`src/verilog/nva_pkg.sv`:
```
`default_nettype none
// shared constants and types of the nonvolatile access block
package nva_pkg;
	// apb address width and register byte offsets
	localparam int APB_AW = 8;
	localparam logic [7:0] REG_CONTROL = 8'h00;
	localparam logic [7:0] REG_INDEX_LOW = 8'h04;
	localparam logic [7:0] REG_DATA_LOW = 8'h08;
	localparam logic [7:0] REG_DATA_HIGH = 8'h0C;
	localparam logic [7:0] REG_IRQ_STATUS = 8'h10;
	localparam logic [7:0] REG_IRQ_MASK = 8'h14;
	// nv_control field positions
	localparam int CTRL_IDX4_BIT = 0;
	localparam int CTRL_DIR_BIT = 1;
	localparam int CTRL_BUSY_BIT = 2;
	localparam int CTRL_PAGE_BIT = 3;
	// interrupt status and mask field position
	localparam int IRQ_WDONE_BIT = 0;
	// reset values
	localparam logic [3:0] NIBBLE_RST = 4'h0;
	localparam logic CTRL_BIT_RST = 1'b0;
	localparam logic STAT_RST = 1'b0;
	localparam logic MASK_RST = 1'b1;
	// memory geometry
	localparam int IDX_W = 6;
	localparam int CELLS = 64;
	// core clock and system clock options
	localparam int CORE_CLK_HZ = 200_000_000;
	localparam int SYS_CLK_HZ_32K = 32_768;
	localparam int SYS_CLK_HZ_128K = 131_072;
	localparam int SYS_HALF_CYC_32K = CORE_CLK_HZ / (2 * SYS_CLK_HZ_32K);
	localparam int SYS_HALF_CYC_128K = CORE_CLK_HZ / (2 * SYS_CLK_HZ_128K);
	// read strobe width in system clock half periods (1.5 and 3.5 periods)
	localparam int STROBE_HALVES_32K = 3;
	localparam int STROBE_HALVES_128K = 7;
	// erase plus program time
	localparam int WRITE_TIME_MS = 24;
	localparam int WRITE_CYC_DEF = WRITE_TIME_MS * (CORE_CLK_HZ / 1000);
	// counter widths
	localparam int CNT_W = 23;
	localparam int DIV_W = 13;
	typedef logic [CNT_W-1:0] nva_cnt_t;
	typedef logic [DIV_W-1:0] nva_div_t;
	// access sequencer states
	typedef enum logic [1:0] {
		NVA_IDLE,
		NVA_READ,
		NVA_ERASE,
		NVA_PROG
	} nva_state_t;
endpackage
`default_nettype wire

```
`src/verilog/nva_mem_if.sv`:
```
`default_nettype none
// link between the access sequencer and the cell array
interface nva_mem_if;
	import nva_pkg::*;
	logic [IDX_W-1:0] addr; // flat cell index, page on top
	logic read_strobe; // read strobe, high for the whole read window
	logic erase_pulse; // one cycle, starts a write
	logic prog_pulse; // one cycle, finishes a write
	logic [7:0] wdata; // byte to program
	logic [7:0] rdata; // byte read back
	modport ctl (
		output addr, read_strobe, erase_pulse, prog_pulse, wdata,
		input rdata
	);
	modport arr (
		input addr, read_strobe, erase_pulse, prog_pulse, wdata,
		output rdata
	);
endinterface
`default_nettype wire

```
`src/verilog/nva_access.sv`:
```
// Register access over APB and the register addresses were decided locally.
`default_nettype none
module nva_access
	import nva_pkg::*;
#(
	parameter bit OPT_128K = 1'b0,
	parameter int SYS_HALF_CYC = OPT_128K ? SYS_HALF_CYC_128K : SYS_HALF_CYC_32K,
	parameter int WRITE_CYC = WRITE_CYC_DEF
) (
	input wire logic core_clk,
	input wire logic rst_b,
	input wire logic sleep_mode,
	input wire logic psel,
	input wire logic penable,
	input wire logic pwrite,
	input wire logic [APB_AW-1:0] paddr,
	input wire logic [31:0] pwdata,
	output logic [31:0] prdata,
	output logic pready,
	output logic pslverr,
	output logic irq
);
	// strobe length in half periods for the built option
	localparam int STROBE_HALVES = OPT_128K ? STROBE_HALVES_128K : STROBE_HALVES_32K;
	// erase takes the first half of the write time
	localparam int ERASE_CYC = WRITE_CYC / 2;

	// whole block state
	typedef struct packed {
		nva_state_t st; // sequencer state
		logic page; // page_select
		logic dir; // direction_select
		logic idx4; // cell_index bit 4
		logic [3:0] idx_low; // nv_index_low
		logic [3:0] data_lo; // nv_data_low_nibble
		logic [3:0] data_hi; // nv_data_high_nibble
		nva_cnt_t cnt; // write timer
		nva_div_t div; // system clock half period divider
		logic [2:0] halves; // elapsed half periods of the strobe
		logic strobe; // read_strobe
		logic erase; // erase pulse
		logic prog; // program pulse
		logic stat; // write_done_request
		logic mask; // write_done_mask
		logic [31:0] prdata; // registered read data
	} nva_st_t;

	nva_st_t s_r;
	nva_st_t s_nxt;

	// link to the cell array
	nva_mem_if mem ();

	nva_cell_array u_cells (
		.core_clk(core_clk),
		.rst_b(rst_b),
		.mem(mem)
	);

	// register access qualifiers
	logic apb_wr; // write access phase
	logic apb_rd_setup; // read setup phase
	logic busy; // write_in_progress
	logic half_tick; // one pulse per system clock half period

	// true for mapped offsets
	function automatic logic addr_ok(input logic [APB_AW-1:0] a);
		return a == REG_CONTROL || a == REG_INDEX_LOW || a == REG_DATA_LOW
			|| a == REG_DATA_HIGH || a == REG_IRQ_STATUS || a == REG_IRQ_MASK;
	endfunction

	// read mux, upper bits read as zero
	function automatic logic [31:0] rd_word(input logic [APB_AW-1:0] a);
		logic [3:0] v;
		v = 4'h0;
		case (a)
			REG_CONTROL: begin
				v[CTRL_PAGE_BIT] = s_r.page;
				v[CTRL_BUSY_BIT] = busy;
				v[CTRL_DIR_BIT] = s_r.dir;
				v[CTRL_IDX4_BIT] = s_r.idx4;
			end
			REG_INDEX_LOW: v = s_r.idx_low;
			REG_DATA_LOW: v = s_r.data_lo;
			REG_DATA_HIGH: v = s_r.data_hi;
			REG_IRQ_STATUS: v[IRQ_WDONE_BIT] = s_r.stat;
			REG_IRQ_MASK: v[IRQ_WDONE_BIT] = s_r.mask;
			default: v = 4'h0;
		endcase
		return {28'h0000000, v};
	endfunction

	// bus phase decode
	assign apb_wr = psel && penable && pwrite;
	assign apb_rd_setup = psel && !penable && !pwrite;
	// both write phases count as busy
	assign busy = s_r.st == NVA_ERASE || s_r.st == NVA_PROG;
	assign half_tick = s_r.div == nva_div_t'(SYS_HALF_CYC - 1);

	// next state of registers, sequencer and interrupt
	always_comb begin
		s_nxt = s_r;
		s_nxt.erase = 1'b0;
		s_nxt.prog = 1'b0;
		// capture read data in the setup phase so it stands in the access phase
		if (apb_rd_setup) begin
			s_nxt.prdata = rd_word(paddr);
		end
		// register writes; memory registers are frozen while an access runs
		if (apb_wr && addr_ok(paddr)) begin
			case (paddr)
				REG_CONTROL: begin
					if (s_r.st == NVA_IDLE) begin
						s_nxt.page = pwdata[CTRL_PAGE_BIT];
						s_nxt.dir = pwdata[CTRL_DIR_BIT];
						s_nxt.idx4 = pwdata[CTRL_IDX4_BIT];
						if (pwdata[CTRL_DIR_BIT]) begin
							// write: erase starts at once, timer cleared
							s_nxt.st = NVA_ERASE;
							s_nxt.erase = 1'b1;
							s_nxt.cnt = '0;
						end else begin
							// read: strobe rises, divider restarts aligned
							s_nxt.st = NVA_READ;
							s_nxt.strobe = 1'b1;
							s_nxt.div = '0;
							s_nxt.halves = 3'd0;
						end
					end
				end
				REG_INDEX_LOW: begin
					if (s_r.st == NVA_IDLE) begin
						s_nxt.idx_low = pwdata[3:0];
					end
				end
				REG_DATA_LOW: begin
					if (s_r.st == NVA_IDLE) begin
						s_nxt.data_lo = pwdata[3:0];
					end
				end
				REG_DATA_HIGH: begin
					if (s_r.st == NVA_IDLE) begin
						s_nxt.data_hi = pwdata[3:0];
					end
				end
				REG_IRQ_STATUS: begin
					// write one to clear
					if (pwdata[IRQ_WDONE_BIT]) begin
						s_nxt.stat = 1'b0;
					end
				end
				REG_IRQ_MASK: begin
					s_nxt.mask = pwdata[IRQ_WDONE_BIT];
				end
				default: begin
				end
			endcase
		end
		// sequencer
		case (s_r.st)
			NVA_IDLE: begin
			end
			NVA_READ: begin
				// count system clock half periods of the strobe
				s_nxt.div = s_r.div + nva_div_t'(1);
				if (half_tick) begin
					s_nxt.div = '0;
					s_nxt.halves = s_r.halves + 3'd1;
					if (s_r.halves == 3'(STROBE_HALVES - 1)) begin
						// strobe ends; byte is taken at its trailing edge
						s_nxt.strobe = 1'b0;
						s_nxt.data_lo = mem.rdata[3:0];
						s_nxt.data_hi = mem.rdata[7:4];
						s_nxt.st = NVA_IDLE;
					end
				end
			end
			NVA_ERASE: begin
				// erase phase, then program phase
				s_nxt.cnt = s_r.cnt + nva_cnt_t'(1);
				if (s_r.cnt == nva_cnt_t'(ERASE_CYC - 1)) begin
					s_nxt.st = NVA_PROG;
				end
			end
			NVA_PROG: begin
				s_nxt.cnt = s_r.cnt + nva_cnt_t'(1);
				if (s_r.cnt == nva_cnt_t'(WRITE_CYC - 1)) begin
					// program the byte and flag completion
					s_nxt.prog = 1'b1;
					s_nxt.st = NVA_IDLE;
					s_nxt.stat = 1'b1;
				end
			end
			default: begin
				s_nxt.st = NVA_IDLE;
			end
		endcase
		// sleep cancels the access and its pulses; a done request or read byte due in the same cycle still lands, and an erased cell stays corrupted
		if (sleep_mode) begin
			s_nxt.st = NVA_IDLE;
			s_nxt.strobe = 1'b0;
			s_nxt.erase = 1'b0;
			s_nxt.prog = 1'b0;
		end
	end

	// state register; reset also cancels a write in flight
	always_ff @(posedge core_clk) begin
		if (!rst_b) begin
			s_r <= '{
				st: NVA_IDLE,
				page: CTRL_BIT_RST,
				dir: CTRL_BIT_RST,
				idx4: CTRL_BIT_RST,
				idx_low: NIBBLE_RST,
				data_lo: NIBBLE_RST,
				data_hi: NIBBLE_RST,
				cnt: '0,
				div: '0,
				halves: 3'd0,
				strobe: 1'b0,
				erase: 1'b0,
				prog: 1'b0,
				stat: STAT_RST,
				mask: MASK_RST,
				prdata: 32'h00000000
			};
		end else begin
			s_r <= s_nxt;
		end
	end

	// memory side: flat index with page on top
	assign mem.addr = {s_r.page, s_r.idx4, s_r.idx_low};
	assign mem.read_strobe = s_r.strobe;
	assign mem.erase_pulse = s_r.erase;
	assign mem.prog_pulse = s_r.prog;
	assign mem.wdata = {s_r.data_hi, s_r.data_lo};

	// bus answer: zero wait states, error on unmapped offsets
	assign pready = 1'b1;
	assign pslverr = psel && penable && !addr_ok(paddr);
	assign prdata = s_r.prdata;
	// masked done request stays pending in status
	assign irq = s_r.stat && !s_r.mask;

	// lengths of the last strobe and write, for the checks below
	int slen_q;
	int wlen_q;
	logic wr_ctl;

	always_ff @(posedge core_clk) begin
		if (!rst_b) begin
			slen_q <= 0;
			wlen_q <= 0;
		end else begin
			slen_q <= s_r.strobe ? slen_q + 1 : 0;
			wlen_q <= busy ? wlen_q + 1 : 0;
		end
	end

	assign wr_ctl = apb_wr && paddr == REG_CONTROL && s_r.st == NVA_IDLE && !sleep_mode;
endmodule
`default_nettype wire

```
`src/verilog/nva_cell_array.sv`:
```
`default_nettype none
// 64 x 8 nonvolatile cell array
module nva_cell_array
	import nva_pkg::*;
(
	input wire logic core_clk,
	input wire logic rst_b,
	nva_mem_if.arr mem
);
	// cells and read register as one state word
	typedef struct packed {
		logic [CELLS-1:0][7:0] cells;
		logic [7:0] rdata;
	} nva_arr_st_t;

	nva_arr_st_t s_r;
	nva_arr_st_t s_nxt;

	// erase clears to all ones, program stores the byte, strobe samples
	always_comb begin
		s_nxt = s_r;
		if (mem.erase_pulse) begin
			s_nxt.cells[mem.addr] = 8'hFF;
		end
		if (mem.prog_pulse) begin
			s_nxt.cells[mem.addr] = mem.wdata;
		end
		if (mem.read_strobe) begin
			s_nxt.rdata = s_r.cells[mem.addr];
		end
	end

	// cells keep their contents across reset, being nonvolatile
	always_ff @(posedge core_clk) begin
		if (!rst_b) begin
			s_r.rdata <= 8'h00;
		end else begin
			s_r <= s_nxt;
		end
	end

	assign mem.rdata = s_r.rdata;
endmodule
`default_nettype wire

```
`config.mk`:
```
export PLATFORM = sky130hd
export DESIGN_NAME = nva_access
export DESIGN_NICKNAME = d
export VERILOG_FILES = /design/src/verilog/nva_pkg.sv /design/src/verilog/nva_mem_if.sv /design/src/verilog/nva_access.sv /design/src/verilog/nva_cell_array.sv
export SDC_FILE = /design/constraint.sdc
export NUM_CORES = 1
export LEC_CHECK = 0
export BUFFER_PORTS_ARGS = -buffer_cell sky130_fd_sc_hd__buf_2
export CORE_ASPECT_RATIO = 1.75
export CORE_MARGIN = 2
export CORE_UTILIZATION = 30
export DETAILED_ROUTE_END_ITERATION = 7
export GPL_TIMING_DRIVEN = 1
export SLEW_MARGIN = 20
export SYNTH_ARGS = -nofsm -noshare
export SYNTH_HDL_FRONTEND = slang
export SYNTH_SLANG_ARGS = --single-unit
```
`constraint.sdc`:
```
create_clock -name core_clk -period 2.9 [get_ports core_clk]
set_input_delay 0.58 -clock core_clk [delete_from_list [all_inputs] [get_ports core_clk]]
set_output_delay 0.58 -clock core_clk [all_outputs]
set_load 0.05 [all_outputs]
```
* Word level (Yosys, flattened, before mapping)
Cells that the tools add are included.
** Storage, ports and cells
- Register bits :: 585
- Output and inout bits :: 35
- Logic and storage cells :: 183
** Operators by class
- $add $sub $neg :: 3
- Magnitude comparators :: 2
- Eq/ne operators :: 13
- Multiplexer cells :: 42
- Bitwise operators :: 6
- Reductions and logical operators :: 36
** Operators by type and width (count)
- two-way mux 512 bit :: 2
- bitwise mux 512 bit :: 1
- OR 512 bit :: 1
- two-way mux 41 bit :: 2
- two-way mux 58 bit :: 1
- two-way mux 17 bit :: 3
- binary-select mux 8 bit (select 6 bit) :: 1
- demux 8 bit (select 6 bit) :: 1
- two-way mux 23 bit :: 2
- two-way mux 8 bit :: 5
- two-way mux 4 bit :: 6
- adder 23 x 1 -> 23 bit, second input constant :: 1
- equality test 23 x 22 -> 1 bit, second input constant :: 1
- equality test 23 bit, second input constant :: 1
- equality test 8 x 4 -> 1 bit, second input constant :: 2
- equality test 8 x 5 -> 1 bit, second input constant :: 2
- two-way mux 2 bit :: 7
- nonzero test 2 bit :: 7
- adder 13 x 1 -> 13 bit, second input constant :: 1
- equality test 13 x 12 -> 1 bit, second input constant :: 1
- one-hot mux 3 bit (4 select lines) :: 1
- two-way mux 5 bit :: 2
- equality test 8 x 3 -> 1 bit, second input constant :: 1
- logical AND 1 bit :: 8
- other kinds (21) :: 42

* Logic depth before layout (Yosys ltp)
- Depth after elaboration :: 11
- Mapped depth :: 10
- Mapped depth without buffers :: 8

* Hierarchy
A second synthesis with hierarchy kept.
** Unflattened totals
- Cells, all modules :: 2209
- Area, all modules :: 29193.0 µm²
** Modules (own cells, without submodules)
- nva_cell_array :: times used 1, cells an instance 1789, area an instance 25597.0 µm²
- nva_access :: times used 1, cells an instance 420, area an instance 3595.9 µm²

* Least setup slack after synthesis
Ideal clock, no wire load.
- Path kind :: in2reg
- From :: input port paddr[5]
- To :: register s_r (netlist bit mem.addr[1])
- Library setup time :: 0.128 ns
- Arrival time :: 2.135 ns
- Slack :: 0.637 ns
- Stages on the path :: 7
- Buffers on the path :: 1
- Path through :: or4_4 > nor3_1 > and3_1 > clkbuf_1 > nand2_1 > mux2i_1 > nor2_1
** Between the ends
- Word-level cells in the longest chain between the ends :: 8
- Elaborated cells between the ends (all ways) :: 13
- Classes of those cells :: eq/ne: 5; reduce/logical: 8
** Ends and longest elaborated chain
- from (decl) :: line nva_access.sv:16 : input wire logic [APB_AW-1:0] paddr,
- equality test 8 x 3 -> 1 bit or logical NOT 8 bit (tied branches) :: line nva_access.sv:68, nva_access.sv:111
- logical OR 1 bit (2 in a row) :: line nva_access.sv:68 : return a == REG_CONTROL || a == REG_INDEX_LOW || a == REG_DATA_LOW
- logical OR 1 bit (3 in a row) :: line nva_access.sv:69 : || a == REG_DATA_HIGH || a == REG_IRQ_STATUS || a == REG_IRQ_MASK;
- logical AND 1 bit :: line nva_access.sv:110 : if (apb_wr && addr_ok(paddr)) begin
- AND reduction 3 bit (no line) *
- to (signal assigned) :: line nva_access.sv:210 : s_r <= '{
- to (signal assigned) :: line nva_access.sv:229 : s_r <= s_nxt;
- to (decl) :: line nva_access.sv:48 : nva_st_t s_r;
Mark *: on every way between the ends. The rest lies on a longest branch, timed or not.
A chain may end at the register's enable or synchronous reset.

==> run summary <==
Worst-Margin Slew: 0.857 ns
largest net degree at the start of global routing: 66
leakage power: 10.8 nW
post-route ant nets: 0
top post-synthesis cells by area: edfxtp_1 (53%), o22a_1 (16%), dfxtp_1 (5.1%)
syn avg cell area: 12.9 um^2
clock network fraction of total power: 0.404
WS Path Type: reg -> reg
nets@finish: 2417
clk_lat worst skew: 0.64 ns
remaining global-route overflow: 0
Worst-path clk slew: 0.07 ns
#FFs+latches synth: 585
Netlist cell types: 77
Synth top area share: 0.534
Core Footprint: 0.0953 mm^2
H-tree levels: 2
initial cell density of the core: 0.302
initial antenna violation count: 1
EDFF count, synth: 512
Max Transition Viols Final: 0
CP startpoint kind: register
Sw Share: 0.224
Commonest cells post-synth: o22a_1 (516), edfxtp_1 (512), nand2_1 (147)
Die H: 414 um
yosys warns: 0
unrepaired setup endpoints after global routing: false
post-route design area: 0.0334 mm^2
placed cells: 3528
Routed Wire Length: 103000 um
Synth Area in Compound Gates: 0.234
Hold Fails Final Rpt: 0
Final Cycle Share: 0.989
initial drt markers: 2741
Post-Place Worst Slack: -0.0728 ns
combinational share of power: 0.050
post-synth top area cell: edfxtp_1
Hold Path Class: in -> reg
die area: 0.0985 mm^2
routed vias/inst: 6.14
gpl congestion: 0.933
crit-path max FO: 30
Slew headroom: 0.427
Root Driver: clkbuf_16
# rows: 150
drt wl/cell: 28.5 um
clock tree from TritonCTS: yes
Setup WS post-layout: 0.0330 ns
mux share of post-synthesis cell area: 0.0673
setup tns final: 0 ns
Post-synth top flop: edfxtp_1
number of global-route vias before repair: 22200
CTS Sinks: 585
DRC violations left: 0
FMAX: 349 MHz
Synth Area in Simple Gates: 0.0713
status: finished clean
Mapped Area: 0.0288 mm^2
NetSw: 0.00404 W
share of post-route cells with drive strength above 1: 0.181
I/O pin cnt: 81
Tot GR Track Use: 0.204
VDD IR-drop max: 0.000492 V
placed inst area: 0.0317 mm^2
largest family of logic cells by synthesized area: compound AO/OA/AOI/OAI gates
post-CTS setup buffers: 0
Post-Layout Cell Count: 3627
# Max-Cap Violations: 0
DP HPWL: 70800 um
Tmin final: 2.87 ns
Post-synth ARST share: 0
first-pass GRT wire length: 150000 um
CTS Buffer Depth: 3
crit path DAT: 3.26 ns
fill count: 9219
area delta synth->final: 16.2%
TritonCTS buffer count: 52
critical path required time: 3.29 ns
Setup Viol. Count Final: 0
Pre-antenna DRT Iters: 5
die width: 238 um
xor and xnor area share after synthesis: 0.00578
Vias: 22300
Seq pwr share: 0.546
Pint: 0.0140 W
Synth Instances: 2234
I/O Buffers: 23
crit path capture type: register
sequential share of the synthesized area: 0.585
Fin Clk Skew: 0.0265 ns
Hold-fix buffers, CTS: 0
Power Dens Cells: 539 mW/mm^2
top-count cell post-synth: o22a_1
post-synthesis adder-cell area fraction: 0.00217
## power groups by stage
stage                     Clock, W  Sequential, W  Combinational (W)
after floorplan                  0        0.00994           0.000555
after global placement           0        0.00999           0.000856
after detailed placement         0         0.0100           0.000892
after CTS                  0.00738        0.00983           0.000894
after global routing       0.00764        0.00988           0.000964
final                      0.00728        0.00984           0.000911
## cells by family after synthesis
| family | after synthesis |
|---|---|
| compound gates | 827 |
| buf+inv | 209 |
| xor+xnor | 19 |
| mux | 143 |
| flops | 585 |
| simple gates | 444 |
| fa+ha+maj | 5 |
| other cells | 2 |
## final cells by class
type                            instances  area (um^2)  area share
Tap cell                             1216         1520      0.0455
Inverter                               15         56.3     0.00168
Multi-Input combinational cell       1467        11100       0.332
Antenna cell                            1         2.50   0.0000748
Sequential cell                       585        16900       0.504
Clock buffer                           63         1410      0.0420
Timing Repair Buffer                  245         2170      0.0648
Clock inverter                         35          332     0.00992
## critical path, stage by stage (launching register included)
cell and delay (ns):
dfxtp_4 0.71, nor2b_2 0.51, buf_4 0.36, and3_1 0.21, buf_4 0.17, nand2_1 0.28
o22a_1 0.34
## cells in the final DEF, fill, tap and decap left out, types with 11 or more instances in the layout
master	n
mux4_2	36
nand4_1	13
dfxtp_1	62
o22a_1	516
buf_4	192
clkbuf_16	53
nor3_1	21
a22o_1	11
nand2_1	147
clkinv_1	17
mux2i_1	64
inv_1	12
buf_2	22
mux2_2	43
a22oi_1	32
nand3_1	53
buf_12	30
edfxtp_1	512
conb_1	29
nor2_1	141
xor2_1	12
a31oi_1	24
a221oi_1	58
a211oi_1	12
a21oi_1	45
o22ai_1	14
o21ai_0	54
## registers in the layout (all words and copies together), names as in the netlist
name,flops
mem.addr,6
mem.erase_pulse,1
mem.prog_pulse,1
mem.read_strobe,1
mem.wdata,8
prdata,4
s_r,44
u_cells.mem.rdata,8
u_cells.s_r,512
## final timing paths
kind	from	endpoint	slack, ns	cells past startpoint
max	mem.addr[0]	u_cells.s_r[176]	0.03	6
min	pwdata[2]	mem.addr[2]	0.25	3
max reg2reg	mem.addr[0]	u_cells.s_r[176]	0.03	6
min reg2reg	s_r[89]	prdata[1]	0.47	2
## layer usage
| metal | track usage | vias up | routed length, um |
|---|---|---|---|
| met4 | 0.163 | 0 | 9160 |
| li1 | - | 9384 | - |
| met2 | 0.350 | 1298 | 50300 |
| met3 | 0.0376 | 372 | 7850 |
| met5 | 0 | - | 0 |
| met1 | 0.221 | 11200 | 35900 |
## stage by stage
stage               power, W  utilization  hold WS, ns
detailed placement    0.0109        0.332        0.454
CTS                   0.0181        0.350        0.248
global route          0.0185        0.351        0.253
finish                0.0180        0.351        0.249
floorplan             0.0105            -        0.424
global placement      0.0108        0.332        0.450
## repair_timing
action                                  in CTS  in global routing
endpoints found under the hold margin        0                  0
endpoints found under the setup margin       1                  2
gates resized for setup                      1                  3
Note: power is estimated with default switching activity, not from simulation.
